**config.mk**
```make
export PLATFORM = sky130hd
export DESIGN_NAME = ssp_top
export DESIGN_NICKNAME = d
export VERILOG_FILES = /design/src/hw/ssp_pkg.sv /design/src/hw/ssp_stream_if.sv /design/src/hw/ssp_top.sv /design/src/hw/ssp_fifo.sv
export SDC_FILE = /design/constraint.sdc
export NUM_CORES = 2
export LEC_CHECK = 0
export ABC_CLOCK_PERIOD_IN_PS = 8200
export BUFFER_PORTS_ARGS = -buffer_cell sky130_fd_sc_hd__buf_2
export CELL_PAD_IN_SITES_DETAIL_PLACEMENT = 1
export CELL_PAD_IN_SITES_GLOBAL_PLACEMENT = 2
export CORE_MARGIN = 4
export CORE_UTILIZATION = 36
export DETAILED_ROUTE_END_ITERATION = 10
export GPL_ROUTABILITY_DRIVEN = 0
export PLACE_DENSITY = 0.82
export SETUP_SLACK_MARGIN = 0.1
export SYNTH_ARGS = -nofsm -noshare
export SYNTH_HDL_FRONTEND = slang
export SYNTH_SLANG_ARGS = --single-unit
```
**constraint.sdc**
```tcl
create_clock -name clk -period 8.2 [get_ports clk]
set_input_delay 1.64 -clock clk [delete_from_list [all_inputs] [get_ports clk]]
set_output_delay 1.64 -clock clk [all_outputs]
set_load 0.005 [all_outputs]
```
**src/hw/ssp_pkg.sv**
```systemverilog
// Shared constants and types for the serial port pair
// Behaviour
// - Separate double-buffered transmit and receive per port
// - Serial clock internal divider or external input
// - Framing configured separately per direction
// - Frameless or framed, frame internal or external
// - Frame polarity and early/late timing selectable
// - Word length programmable from 3 to 16
// - Optional A-law or mu-law companding
// - Distinct transmit and receive word interrupts
// - Buffered mode interrupts only after whole buffer
// - Port A multichannel with 24 or 32 slots
// - Port B frame/data pins become interrupts, flags
// - Port B internal clock stays on pin
// - Pin function switchable at any time
// - Codec frame one bit before word start with early timing, on the first bit with late timing
package ssp_pkg;

  // ----------------------------------------------------------------
  // Sizes and indices
  // ----------------------------------------------------------------
  localparam int PORTS      = 2;
  localparam int PORT_A     = 0;
  localparam int PORT_B     = 1;
  localparam int WORD_W     = 16;
  localparam int FIFO_DEPTH = 16;
  localparam int SEG_N      = 8;

  localparam logic [3:0]  MIN_LEN_M1   = 4'h2;
  localparam logic [3:0]  MSB_IDX      = 4'hF;
  localparam logic [3:0]  REM_LAST     = 4'h1;
  localparam logic [15:0] DIV_STEP     = 16'h0001;
  localparam logic [7:0]  BUF_ONE      = 8'h01;
  localparam logic [4:0]  SLOT_LAST_24 = 5'h17;
  localparam logic [4:0]  SLOT_LAST_32 = 5'h1F;
  localparam logic [4:0]  SLOT_ONE     = 5'h01;

  // ----------------------------------------------------------------
  // Companding modes and constants
  // ----------------------------------------------------------------
  localparam logic [1:0]  CMP_NONE   = 2'h0;
  localparam logic [1:0]  CMP_MU     = 2'h2;
  localparam logic [1:0]  CMP_ALAW   = 2'h3;
  localparam logic [15:0] MU_CLIP    = 16'h7F7B;
  localparam logic [15:0] MU_BIAS    = 16'h0084;
  localparam logic [4:0]  MU_SEG_LSB = 5'h07;
  localparam logic [4:0]  MU_MANT_SH = 5'h03;
  localparam logic [4:0]  AL_PRE_SH  = 5'h03;
  localparam logic [4:0]  AL_SEG_LSB = 5'h04;
  localparam logic [15:0] AL_CLIP    = 16'h0FFF;
  localparam logic [15:0] AL_SEG0    = 16'h0020;
  localparam logic [15:0] AL_HALF    = 16'h0008;
  localparam logic [15:0] AL_STEP    = 16'h0100;
  localparam logic [7:0]  AL_XOR     = 8'h55;

  // ----------------------------------------------------------------
  // State types
  // ----------------------------------------------------------------
  typedef struct packed {
    logic [15:0] hold;
    logic        full;
    logic [15:0] shift;
    logic [3:0]  rem;
    logic        active;
    logic        pend;
    logic        fs;
    logic [4:0]  slot;
    logic        en_slot;
    logic [7:0]  wcnt;
    logic        irq;
  } ssp_sec_type;

  typedef struct packed {
    logic        sclk;
    logic        sclk_q;
    logic [15:0] div;
    ssp_sec_type tx;
    ssp_sec_type rx;
  } ssp_port_type;

  typedef struct packed {
    ssp_port_type [1:0] port;
    logic               irq_a;
    logic               irq_b;
    logic               flag_in;
    logic               flag_out;
  } ssp_state_type;

endpackage

```
**src/hw/ssp_stream_if.sv**
```systemverilog
// Valid/ready word stream between the port logic and its FIFO
interface ssp_stream_if #(parameter int W = 16);
  logic [W-1:0] data;
  logic         valid;
  logic         ready;
  modport src (output data, output valid, input ready);
  modport snk (input data, input valid, output ready);
endinterface

```
**src/hw/ssp_top.sv**
```systemverilog
// Pair of synchronous serial ports with companding and multichannel mode
module ssp_top
  import ssp_pkg::*;
(
  input  wire logic              clk,
  input  wire logic              rst,
  input  wire logic [1:0]        sclk_in,
  output logic      [1:0]        sclk_out,
  output logic      [1:0]        sclk_oe,
  input  wire logic [1:0]        rfs_in,
  output logic      [1:0]        rfs_out,
  output logic      [1:0]        rfs_oe,
  input  wire logic [1:0]        tfs_in,
  output logic      [1:0]        tfs_out,
  output logic      [1:0]        tfs_oe,
  input  wire logic [1:0]        dr_in,
  output logic      [1:0]        dt_out,
  output logic      [1:0]        dt_oe,
  input  wire logic [1:0]        cfg_int_clk,
  input  wire logic [1:0][15:0]  cfg_clk_div,
  input  wire logic [1:0][3:0]   cfg_len_m1,
  input  wire logic [1:0][1:0]   cfg_compand,
  input  wire logic [1:0][7:0]   cfg_buf_len,
  input  wire logic [1:0]        tx_en,
  input  wire logic [1:0]        tx_framed,
  input  wire logic [1:0]        tx_int_fs,
  input  wire logic [1:0]        tx_fs_inv,
  input  wire logic [1:0]        tx_fs_late,
  input  wire logic [1:0]        tx_autobuf,
  input  wire logic [1:0]        rx_en,
  input  wire logic [1:0]        rx_framed,
  input  wire logic [1:0]        rx_int_fs,
  input  wire logic [1:0]        rx_fs_inv,
  input  wire logic [1:0]        rx_fs_late,
  input  wire logic [1:0]        rx_autobuf,
  input  wire logic              mc_en,
  input  wire logic              mc_32,
  input  wire logic [31:0]       mc_tx_slots,
  input  wire logic [31:0]       mc_rx_slots,
  input  wire logic              alt_en_b,
  input  wire logic              flag_out_b,
  output logic                   flag_in_b,
  output logic                   alt_ext_interrupt_a,
  output logic                   alt_ext_interrupt_b,
  input  wire logic [15:0]       tx_a_data,
  input  wire logic              tx_a_valid,
  output logic                   tx_a_ready,
  input  wire logic [15:0]       tx_b_data,
  input  wire logic              tx_b_valid,
  output logic                   tx_b_ready,
  output logic      [1:0][15:0]  rx_data,
  output logic      [1:0]        rx_valid,
  input  wire logic [1:0]        rx_read,
  output logic      [1:0]        tx_irq,
  output logic      [1:0]        rx_irq
);

  ssp_state_type s;
  ssp_state_type next_s;

  ssp_stream_if #(.W(WORD_W)) fill_s ();
  ssp_stream_if #(.W(WORD_W)) drain_s ();

  // ----------------------------------------------------------------
  // Companding functions
  // ----------------------------------------------------------------
  function automatic logic [7:0] ssp_mu_enc(input logic [15:0] x);
    logic [15:0] mag;
    logic [2:0]  seg;
    mag = x[15] ? 16'(-x) : x;
    if (mag > MU_CLIP)
      mag = MU_CLIP;
    mag = 16'(mag + MU_BIAS);
    seg = '0;
    for (int i = 0; i < SEG_N; i++)
      if (mag[i + int'(MU_SEG_LSB)])
        seg = 3'(i);
    return ~{x[15], seg, 4'(mag >> (5'(seg) + MU_MANT_SH))};
  endfunction

  function automatic logic [15:0] ssp_mu_dec(input logic [7:0] c);
    logic [7:0]  u;
    logic [15:0] t;
    u = ~c;
    t = 16'(((16'(u[3:0]) << MU_MANT_SH) + MU_BIAS) << u[6:4]);
    t = 16'(t - MU_BIAS);
    return u[7] ? 16'(-t) : t;
  endfunction

  function automatic logic [7:0] ssp_al_enc(input logic [15:0] x);
    logic [15:0] mag;
    logic [2:0]  seg;
    logic [3:0]  mant;
    mag = (x[15] ? 16'(-x) : x) >> AL_PRE_SH;
    if (mag > AL_CLIP)
      mag = AL_CLIP;
    seg = '0;
    for (int i = 1; i < SEG_N; i++)
      if (mag[i + int'(AL_SEG_LSB)])
        seg = 3'(i);
    mant = (mag < AL_SEG0) ? 4'(mag >> 1) : 4'(mag >> seg);
    return {!x[15], seg, mant} ^ AL_XOR;
  endfunction

  function automatic logic [15:0] ssp_al_dec(input logic [7:0] c);
    logic [7:0]  a;
    logic [15:0] t;
    a = c ^ AL_XOR;
    t = 16'((16'(a[3:0]) << AL_SEG_LSB) + AL_HALF);
    if (a[6:4] != '0)
      t = 16'((t + AL_STEP) << (a[6:4] - 3'h1));
    return a[7] ? t : 16'(-t);
  endfunction

  // Companding on the way in and out
  function automatic logic [15:0] ssp_compress(input logic [1:0] m, input logic [15:0] w);
    case (m)
      CMP_MU:   return {8'h00, ssp_mu_enc(w)};
      CMP_ALAW: return {8'h00, ssp_al_enc(w)};
      default:  return w;
    endcase
  endfunction

  function automatic logic [15:0] ssp_expand(input logic [1:0] m, input logic [15:0] w);
    case (m)
      CMP_MU:   return ssp_mu_dec(w[7:0]);
      CMP_ALAW: return ssp_al_dec(w[7:0]);
      default:  return w;
    endcase
  endfunction

  // ----------------------------------------------------------------
  // Transmit FIFO in front of port A
  // ----------------------------------------------------------------
  assign fill_s.data   = tx_a_data;
  assign fill_s.valid  = tx_a_valid;
  assign tx_a_ready    = fill_s.ready;
  assign drain_s.ready = !s.port[PORT_A].tx.full;
  assign tx_b_ready    = !s.port[PORT_B].tx.full;

  ssp_fifo #(.W(WORD_W), .DEPTH(FIFO_DEPTH)) u_tx_fifo (
    .clk   (clk),
    .rst   (rst),
    .in_s  (fill_s),
    .out_s (drain_s)
  );

  // ----------------------------------------------------------------
  // Next-state logic for both ports
  // ----------------------------------------------------------------
  always_comb
  begin
    logic        rise, fall, mc, alt, te, re, ft, fr;
    logic        free_e, free_l, cont, ready, gen, fsv, strt, last;
    logic        src_v;
    logic [3:0]  len;
    logic [4:0]  lslot;
    logic [15:0] word, src_d;
    rise = 1'h0; fall = 1'h0; mc = 1'h0; alt = 1'h0; te = 1'h0; re = 1'h0;
    ft = 1'h0; fr = 1'h0; free_e = 1'h0; free_l = 1'h0; cont = 1'h0;
    ready = 1'h0; gen = 1'h0; fsv = 1'h0; strt = 1'h0; last = 1'h0;
    src_v = 1'h0; len = '0; lslot = '0; word = '0; src_d = '0;
    next_s = s;
    // Alternate pin functions of port B, sampled live
    next_s.irq_a    = alt_en_b && !rfs_in[PORT_B];
    next_s.irq_b    = alt_en_b && !tfs_in[PORT_B];
    next_s.flag_in  = dr_in[PORT_B];
    next_s.flag_out = flag_out_b;
    for (int p = 0; p < PORTS; p++)
    begin
      next_s.port[p].tx.irq = 1'h0;
      next_s.port[p].rx.irq = 1'h0;
      len   = (cfg_len_m1[p] < MIN_LEN_M1) ? MIN_LEN_M1 : cfg_len_m1[p];
      mc    = (p == PORT_A) && mc_en;
      alt   = (p == PORT_B) && alt_en_b;
      lslot = mc_32 ? SLOT_LAST_32 : SLOT_LAST_24;
      te    = tx_en[p] && !alt;
      re    = rx_en[p] && !alt;
      ft    = tx_framed[p] || mc;
      fr    = rx_framed[p] || mc;
      // Serial clock: divider or edges of external clock
      next_s.port[p].sclk_q = sclk_in[p];
      if (cfg_int_clk[p])
      begin
        if (s.port[p].div == '0)
        begin
          next_s.port[p].div  = cfg_clk_div[p];
          next_s.port[p].sclk = !s.port[p].sclk;
          rise = !s.port[p].sclk;
          fall = s.port[p].sclk;
        end
        else
        begin
          next_s.port[p].div = s.port[p].div - DIV_STEP;
          rise = 1'h0;
          fall = 1'h0;
        end
      end
      else
      begin
        rise = sclk_in[p] && !s.port[p].sclk_q;
        fall = !sclk_in[p] && s.port[p].sclk_q;
      end
      // Transmit holding register fill
      src_v = (p == PORT_A) ? drain_s.valid : tx_b_valid;
      src_d = (p == PORT_A) ? drain_s.data : tx_b_data;
      if (!s.port[p].tx.full && src_v)
      begin
        next_s.port[p].tx.hold = ssp_compress(cfg_compand[p], src_d);
        next_s.port[p].tx.full = 1'h1;
      end
      // Transmit shifter, driven on rising serial clock
      free_e = !s.port[p].tx.active || (s.port[p].tx.rem <= REM_LAST);
      free_l = !s.port[p].tx.active || (s.port[p].tx.rem == '0);
      cont   = mc && s.port[p].tx.active && (s.port[p].tx.rem == '0)
               && (s.port[p].tx.slot != lslot);
      ready  = mc || s.port[p].tx.full;
      gen    = ready && !s.port[p].tx.pend && !cont && (tx_fs_late[p] ? free_l : free_e);
      if (!te)
      begin
        next_s.port[p].tx.active = 1'h0;
        next_s.port[p].tx.pend   = 1'h0;
        next_s.port[p].tx.fs     = 1'h0;
      end
      else if (rise)
      begin
        next_s.port[p].tx.fs = ft && tx_int_fs[p] && gen;
        fsv  = (ft && tx_int_fs[p]) ? gen : (tfs_in[p] ^ tx_fs_inv[p]);
        strt = s.port[p].tx.pend || cont
               || (ft ? (tx_fs_late[p] && fsv && ready && free_l) : (ready && free_l));
        if (strt)
        begin
          next_s.port[p].tx.pend    = 1'h0;
          next_s.port[p].tx.slot    = cont ? 5'(s.port[p].tx.slot + SLOT_ONE) : '0;
          next_s.port[p].tx.en_slot = !mc || mc_tx_slots[next_s.port[p].tx.slot];
          last = next_s.port[p].tx.en_slot && s.port[p].tx.full;
          word = last ? s.port[p].tx.hold : '0;
          next_s.port[p].tx.shift  = word << (MSB_IDX - len);
          next_s.port[p].tx.rem    = len;
          next_s.port[p].tx.active = 1'h1;
          if (last)
          begin
            next_s.port[p].tx.full = 1'h0;
            last = !tx_autobuf[p] || (s.port[p].tx.wcnt == 8'(cfg_buf_len[p] - BUF_ONE));
            next_s.port[p].tx.irq  = last;
            next_s.port[p].tx.wcnt = last ? '0 : 8'(s.port[p].tx.wcnt + BUF_ONE);
          end
        end
        else
        begin
          if (s.port[p].tx.active && (s.port[p].tx.rem != '0))
          begin
            next_s.port[p].tx.shift = {s.port[p].tx.shift[14:0], 1'h0};
            next_s.port[p].tx.rem   = s.port[p].tx.rem - REM_LAST;
          end
          else
          begin
            next_s.port[p].tx.active = 1'h0;
          end
          if (ft && !tx_fs_late[p] && fsv && ready && free_e && !s.port[p].tx.pend)
            next_s.port[p].tx.pend = 1'h1;
        end
      end
      // Receive frame generation on rising serial clock
      cont = mc && s.port[p].rx.active && (s.port[p].rx.rem == '0)
             && (s.port[p].rx.slot != lslot);
      free_e = !s.port[p].rx.active || (s.port[p].rx.rem <= REM_LAST);
      free_l = !s.port[p].rx.active || (s.port[p].rx.rem == '0);
      if (rx_read[p])
        next_s.port[p].rx.full = 1'h0;
      if (!re)
      begin
        next_s.port[p].rx.active = 1'h0;
        next_s.port[p].rx.pend   = 1'h0;
        next_s.port[p].rx.fs     = 1'h0;
      end
      else if (rise)
      begin
        next_s.port[p].rx.fs = fr && rx_int_fs[p] && !s.port[p].rx.pend && !cont
                               && (rx_fs_late[p] ? free_l : free_e);
      end
      else if (fall)
      begin
        // Receive shifter, sampled on falling serial clock
        fsv  = (fr && rx_int_fs[p]) ? s.port[p].rx.fs : (rfs_in[p] ^ rx_fs_inv[p]);
        strt = s.port[p].rx.pend || cont || (fr ? (rx_fs_late[p] && fsv && free_l) : free_l);
        last = 1'h0;
        if (strt)
        begin
          next_s.port[p].rx.pend   = 1'h0;
          next_s.port[p].rx.slot   = cont ? 5'(s.port[p].rx.slot + SLOT_ONE) : '0;
          next_s.port[p].rx.shift  = {15'h0000, dr_in[p]};
          next_s.port[p].rx.rem    = len;
          next_s.port[p].rx.active = 1'h1;
        end
        else
        begin
          if (s.port[p].rx.active && (s.port[p].rx.rem != '0))
          begin
            next_s.port[p].rx.shift = {s.port[p].rx.shift[14:0], dr_in[p]};
            next_s.port[p].rx.rem   = s.port[p].rx.rem - REM_LAST;
            last = (s.port[p].rx.rem == REM_LAST);
          end
          else
          begin
            next_s.port[p].rx.active = 1'h0;
          end
          if (fr && !rx_fs_late[p] && fsv && free_e && !s.port[p].rx.pend)
            next_s.port[p].rx.pend = 1'h1;
        end
        // Word complete: load receive buffer, new word wins over read
        if (last && (!mc || mc_rx_slots[s.port[p].rx.slot]))
        begin
          next_s.port[p].rx.hold = ssp_expand(cfg_compand[p], next_s.port[p].rx.shift);
          next_s.port[p].rx.full = 1'h1;
          last = !rx_autobuf[p] || (s.port[p].rx.wcnt == 8'(cfg_buf_len[p] - BUF_ONE));
          next_s.port[p].rx.irq  = last;
          next_s.port[p].rx.wcnt = last ? '0 : 8'(s.port[p].rx.wcnt + BUF_ONE);
        end
      end
    end
  end

  // State register
  always_ff @(posedge clk)
  begin
    if (rst)
    begin
      s <= '0;
    end
    else
    begin
      s <= next_s;
    end
  end

  // ----------------------------------------------------------------
  // Pin and user-side outputs
  // ----------------------------------------------------------------
  always_comb
  begin
    for (int p = 0; p < PORTS; p++)
    begin
      sclk_out[p] = s.port[p].sclk;
      sclk_oe[p]  = cfg_int_clk[p];
      rfs_out[p]  = s.port[p].rx.fs ^ rx_fs_inv[p];
      tfs_out[p]  = s.port[p].tx.fs ^ tx_fs_inv[p];
      rfs_oe[p]   = (rx_framed[p] || ((p == PORT_A) && mc_en)) && rx_int_fs[p]
                    && !((p == PORT_B) && alt_en_b);
      tfs_oe[p]   = (tx_framed[p] || ((p == PORT_A) && mc_en)) && tx_int_fs[p]
                    && !((p == PORT_B) && alt_en_b);
      dt_out[p]   = s.port[p].tx.shift[WORD_W-1];
      dt_oe[p]    = !((p == PORT_A) && mc_en) || (s.port[p].tx.active && s.port[p].tx.en_slot);
      rx_data[p]  = s.port[p].rx.hold;
      rx_valid[p] = s.port[p].rx.full;
      tx_irq[p]   = s.port[p].tx.irq;
      rx_irq[p]   = s.port[p].rx.irq;
    end
    // Port B data pin carries the output flag in alternate mode
    if (alt_en_b)
    begin
      dt_out[PORT_B] = s.flag_out;
      dt_oe[PORT_B]  = 1'h1;
    end
  end

  assign flag_in_b           = s.flag_in;
  assign alt_ext_interrupt_a = s.irq_a;
  assign alt_ext_interrupt_b = s.irq_b;

endmodule

```
**src/hw/ssp_fifo.sv**
```systemverilog
// Parameterised valid/ready FIFO
module ssp_fifo #(
  parameter int W     = 16,
  parameter int DEPTH = 16
) (
  input wire logic clk,
  input wire logic rst,
  ssp_stream_if.snk in_s,
  ssp_stream_if.src out_s
);

  localparam int AW = $clog2(DEPTH);

  typedef struct packed {
    logic [DEPTH-1:0][W-1:0] mem;
    logic [AW:0]             wptr;
    logic [AW:0]             rptr;
  } ssp_fifo_state_type;

  ssp_fifo_state_type s;
  ssp_fifo_state_type next_s;

  logic full;
  logic empty;

  // ----------------------------------------------------------------
  // Flags and handshakes
  // ----------------------------------------------------------------
  assign empty = (s.wptr == s.rptr);
  assign full  = (s.wptr[AW-1:0] == s.rptr[AW-1:0]) && (s.wptr[AW] != s.rptr[AW]);
  assign in_s.ready  = !full;
  assign out_s.valid = !empty;
  assign out_s.data  = s.mem[s.rptr[AW-1:0]];

  // Write and read pointer update
  always_comb
  begin
    next_s = s;
    if (in_s.valid && !full)
    begin
      next_s.mem[s.wptr[AW-1:0]] = in_s.data;
      next_s.wptr = s.wptr + 1'h1;
    end
    if (out_s.ready && !empty)
    begin
      next_s.rptr = s.rptr + 1'h1;
    end
  end

  // State register
  always_ff @(posedge clk)
  begin
    if (rst)
    begin
      s <= '0;
    end
    else
    begin
      s <= next_s;
    end
  end

endmodule

```
==> run metrics <==
outcome completed; Clock Sinks 513; Slew @ Worst Pin 1.18 ns; Die W 308 um; Final WS setup 0.935 ns; Core Box Area 88800 sq um; share of layout cells above drive strength 1 0.129; Worst setup EP type register; post-route clock period utilization 0.886; syn nets 4491; post-synthesis cell type count 102; DRT antenna net count 0; fin. max-slew vios 0; Layout area overhead 12.2%; # rows 109; DRT iter0 DRCs 1944; r2r worst-path depth 23; # setup viols final 0; initial cell density of the core 0.364; Cells after Synth 4239; setup TNS 0 ns; htree depth 3; skew final 0.0167 ns; cts repair resizes 0; met1 Usage GRT 0.322; CP Max Fanout 39; Synth Register Bits 513; f_max 138 MHz; post-layout instance area 36300 sq um; port bufs 257; clk_lat worst skew 0.62 ns; required time of the critical path 8.71 ns; Ys Warns 0; VDD IR max 0.000140 V; gr busiest metal met2; Hold WC Path Type register to register; vias in the first global route 31400; boundary pin count 259; unrepaired setup endpoints after global routing false; area post-placement 34100 sq um; largest net degree at the start of global routing 141; Mean Syn Cell Area 7.63 sq um; # nets final 4537; post-cts hold buffer count 0; CTS tree yes; Hold Slack 0.453 ns; Vias 31400; Cell Pwr Density 233 nW/um^2; Post-synth top flop dfxtp_1; hpwl dp 83500 um; die area 94700 sq um; die height 308 um; Startpoint Class register; DRC errors left 0; Vias per Instance 5.71; final wirelength 116000 um; LEAKAGE 13.0 nW; first-pass GRT wire length 182000 um; global route total overflow 0; Max Cap Violations 0; initial antenna violation count 9; r2r setup slk 0.93 ns; cts bufs inserted 68; Final Hold Fails 0; Slew headroom 0.211; GRT met2 Usage 0.399; Clock transition at path regs 0.06 ns; met3 Track Usage GR 0.0327; WHS Path Cells 2; Seq/Total Area, Yosys 0.318; TritonRoute pass-1 iters 5; post-layout min period 7.27 ns; setup bufs post-CTS 0; synthesized area 32300 sq um; Tot GR Track Use 0.239; CTS root buf clkbuf_16; wire per inst 21.2 um; Post-synth EDFFs 0; Async SR Flop Fraction 0; CTS max path bufs 3; Setup WS pre-CTS 0.935 ns; WP data arrival 7.78 ns; critical path class register to register
==> cell usage after synthesis (25+ instances only) <==
master | number | share of area
nand2b_1 | 36 | 0.0070
and2_1 | 34 | 0.0066
nand4_1 | 33 | 0.0064
a22oi_1 | 54 | 0.013
mux4_2 | 70 | 0.049
or3_1 | 32 | 0.0062
o211ai_1 | 52 | 0.012
nand3_1 | 96 | 0.015
o21ai_0 | 181 | 0.028
xor2_1 | 100 | 0.027
xnor2_1 | 92 | 0.025
dfxtp_1 | 513 | 0.32
ha_1 | 52 | 0.020
nor2b_1 | 37 | 0.0072
a21oi_1 | 480 | 0.074
a211oi_1 | 64 | 0.015
o22ai_1 | 26 | 0.0050
inv_1 | 67 | 0.0078
mux2_2 | 25 | 0.0087
nor3_1 | 99 | 0.015
and3_1 | 32 | 0.0062
nand2_1 | 824 | 0.096
nor2_1 | 381 | 0.044
clkbuf_1 | 246 | 0.029
a31oi_1 | 38 | 0.0074
buf_4 | 51 | 0.012
mux2i_1 | 168 | 0.052
==> sequential cells by signal, summed over array words and instances, names as in the netlist <==
name                 flops
rx_valid                 2
tx_irq                   2
alt_ext_interrupt_a      1
rx_data                 32
s                      203
sclk_out                 2
rx_irq                   2
u_tx_fifo.s            266
dt_out                   1
flag_in_b                1
alt_ext_interrupt_b      1
==> worst paths after layout <==
check                       start         endpoint
setup / recovery   u_tx_fifo.s[1]           s[100]
hold / removal    u_tx_fifo.s[58]  u_tx_fifo.s[58]
setup reg to reg   u_tx_fifo.s[1]           s[100]
hold reg to reg   u_tx_fifo.s[58]  u_tx_fifo.s[58]
==> metrics by stage <==
stage               cells  total power [mW]  utilization
finish               5506              8.47        0.409
global route         5505              8.97        0.409
CTS                  5502              8.54        0.409
detailed placement   5380              5.54        0.384
global placement     5380              5.53        0.384
floorplan            4239              4.79            -
==> placed cells by master (no fill, tap or decap), types with 11 or more instances in the layout <==
cell type  netlist  final
buf_4           51     52
buf_2            5    256
dfxtp_1        513    510
o21ai_0        181    181
o41ai_1         11     11
o22ai_1         26     26
xnor2_1         92     92
xor2_1         100    100
a221oi_1        19     19
a22oi_1         54     54
mux4_2          70     70
a31oi_1         38     38
or3_1           32     32
mux2_2          25     25
inv_1           67     67
nand3_1         96     96
nand4_1         33     33
clkbuf_1       246     22
nand2_1        824    824
o221ai_1        14     14
and2_1          34     34
nor4_1          16     16
and3_1          32     32
nor2b_1         37     37
nand3b_1        13     13
mux2i_1        168    168
nand2b_1        36     36
ha_1            52     52
o31ai_1         23     21
a211oi_1        64     63
or2_2           16     16
nor3_1          99     95
clkbuf_16        0     68
o211ai_1        52     52
a21oi_1        480    479
nor2_1         381    380
==> cell type report <==
cell class                      instances  area (sq um)
Sequential cell                       513         10300
Timing Repair Buffer                  312          1750
Tap cell                             1165          1460
Clock inverter                         22           268
Fill cell                           10900         52500
Inverter                               70           263
Multi-Input combinational cell       3320         20300
Clock buffer                          100          1920
Antenna cell                            4          10.0
==> worst max-delay path: stages, from the launching register on <==
cell	delay, ns
dfxtp_4	0.64
buf_12	0.32
buf_4	0.27
mux4_2	0.31
mux2_2	0.34
or2_1	0.28
o22a_4	0.24
o41a_1	0.37
a2111o_1	0.41
a21o_1	0.25
nor4_1	0.41
nor2_1	0.25
nand2_1	0.12
ha_1	0.26
o211ai_1	0.19
nor2_1	0.28
nor4_1	0.10
or4_1	0.48
a32o_1	0.34
o21ai_1	0.43
nor2_1	0.13
o221ai_1	0.26
a2111oi_2	0.11
a211o_1	0.29
==> kinds of logic (layout without fill, tap and decap cells) <==
kind of cell	count (synthesis)	count (layout)	share of synthesized area
other	1	5	0.000116
muxes	265	265	0.110
DFF	513	513	0.318
xor gates and xnor gates	192	192	0.0520
AOI/OAI and AO/OA	1111	1111	0.212
and+or+nand+nor	1699	1699	0.232
buffers and inverters	406	504	0.0562
adders and majority gates	52	52	0.0201
==> per-layer routing <==
layer	vias up	routed length, um
li1	15100	-
met1	15400	53600
met2	747	54100
met3	170	5890
met4	2	2860
met5	-	7
==> where the power goes <==
group	switching, mW	internal, mW
combinational	1.75	0.989
sequential	0.167	2.62
clock	1.20	1.74
Note: power is estimated with default switching activity, not from simulation.
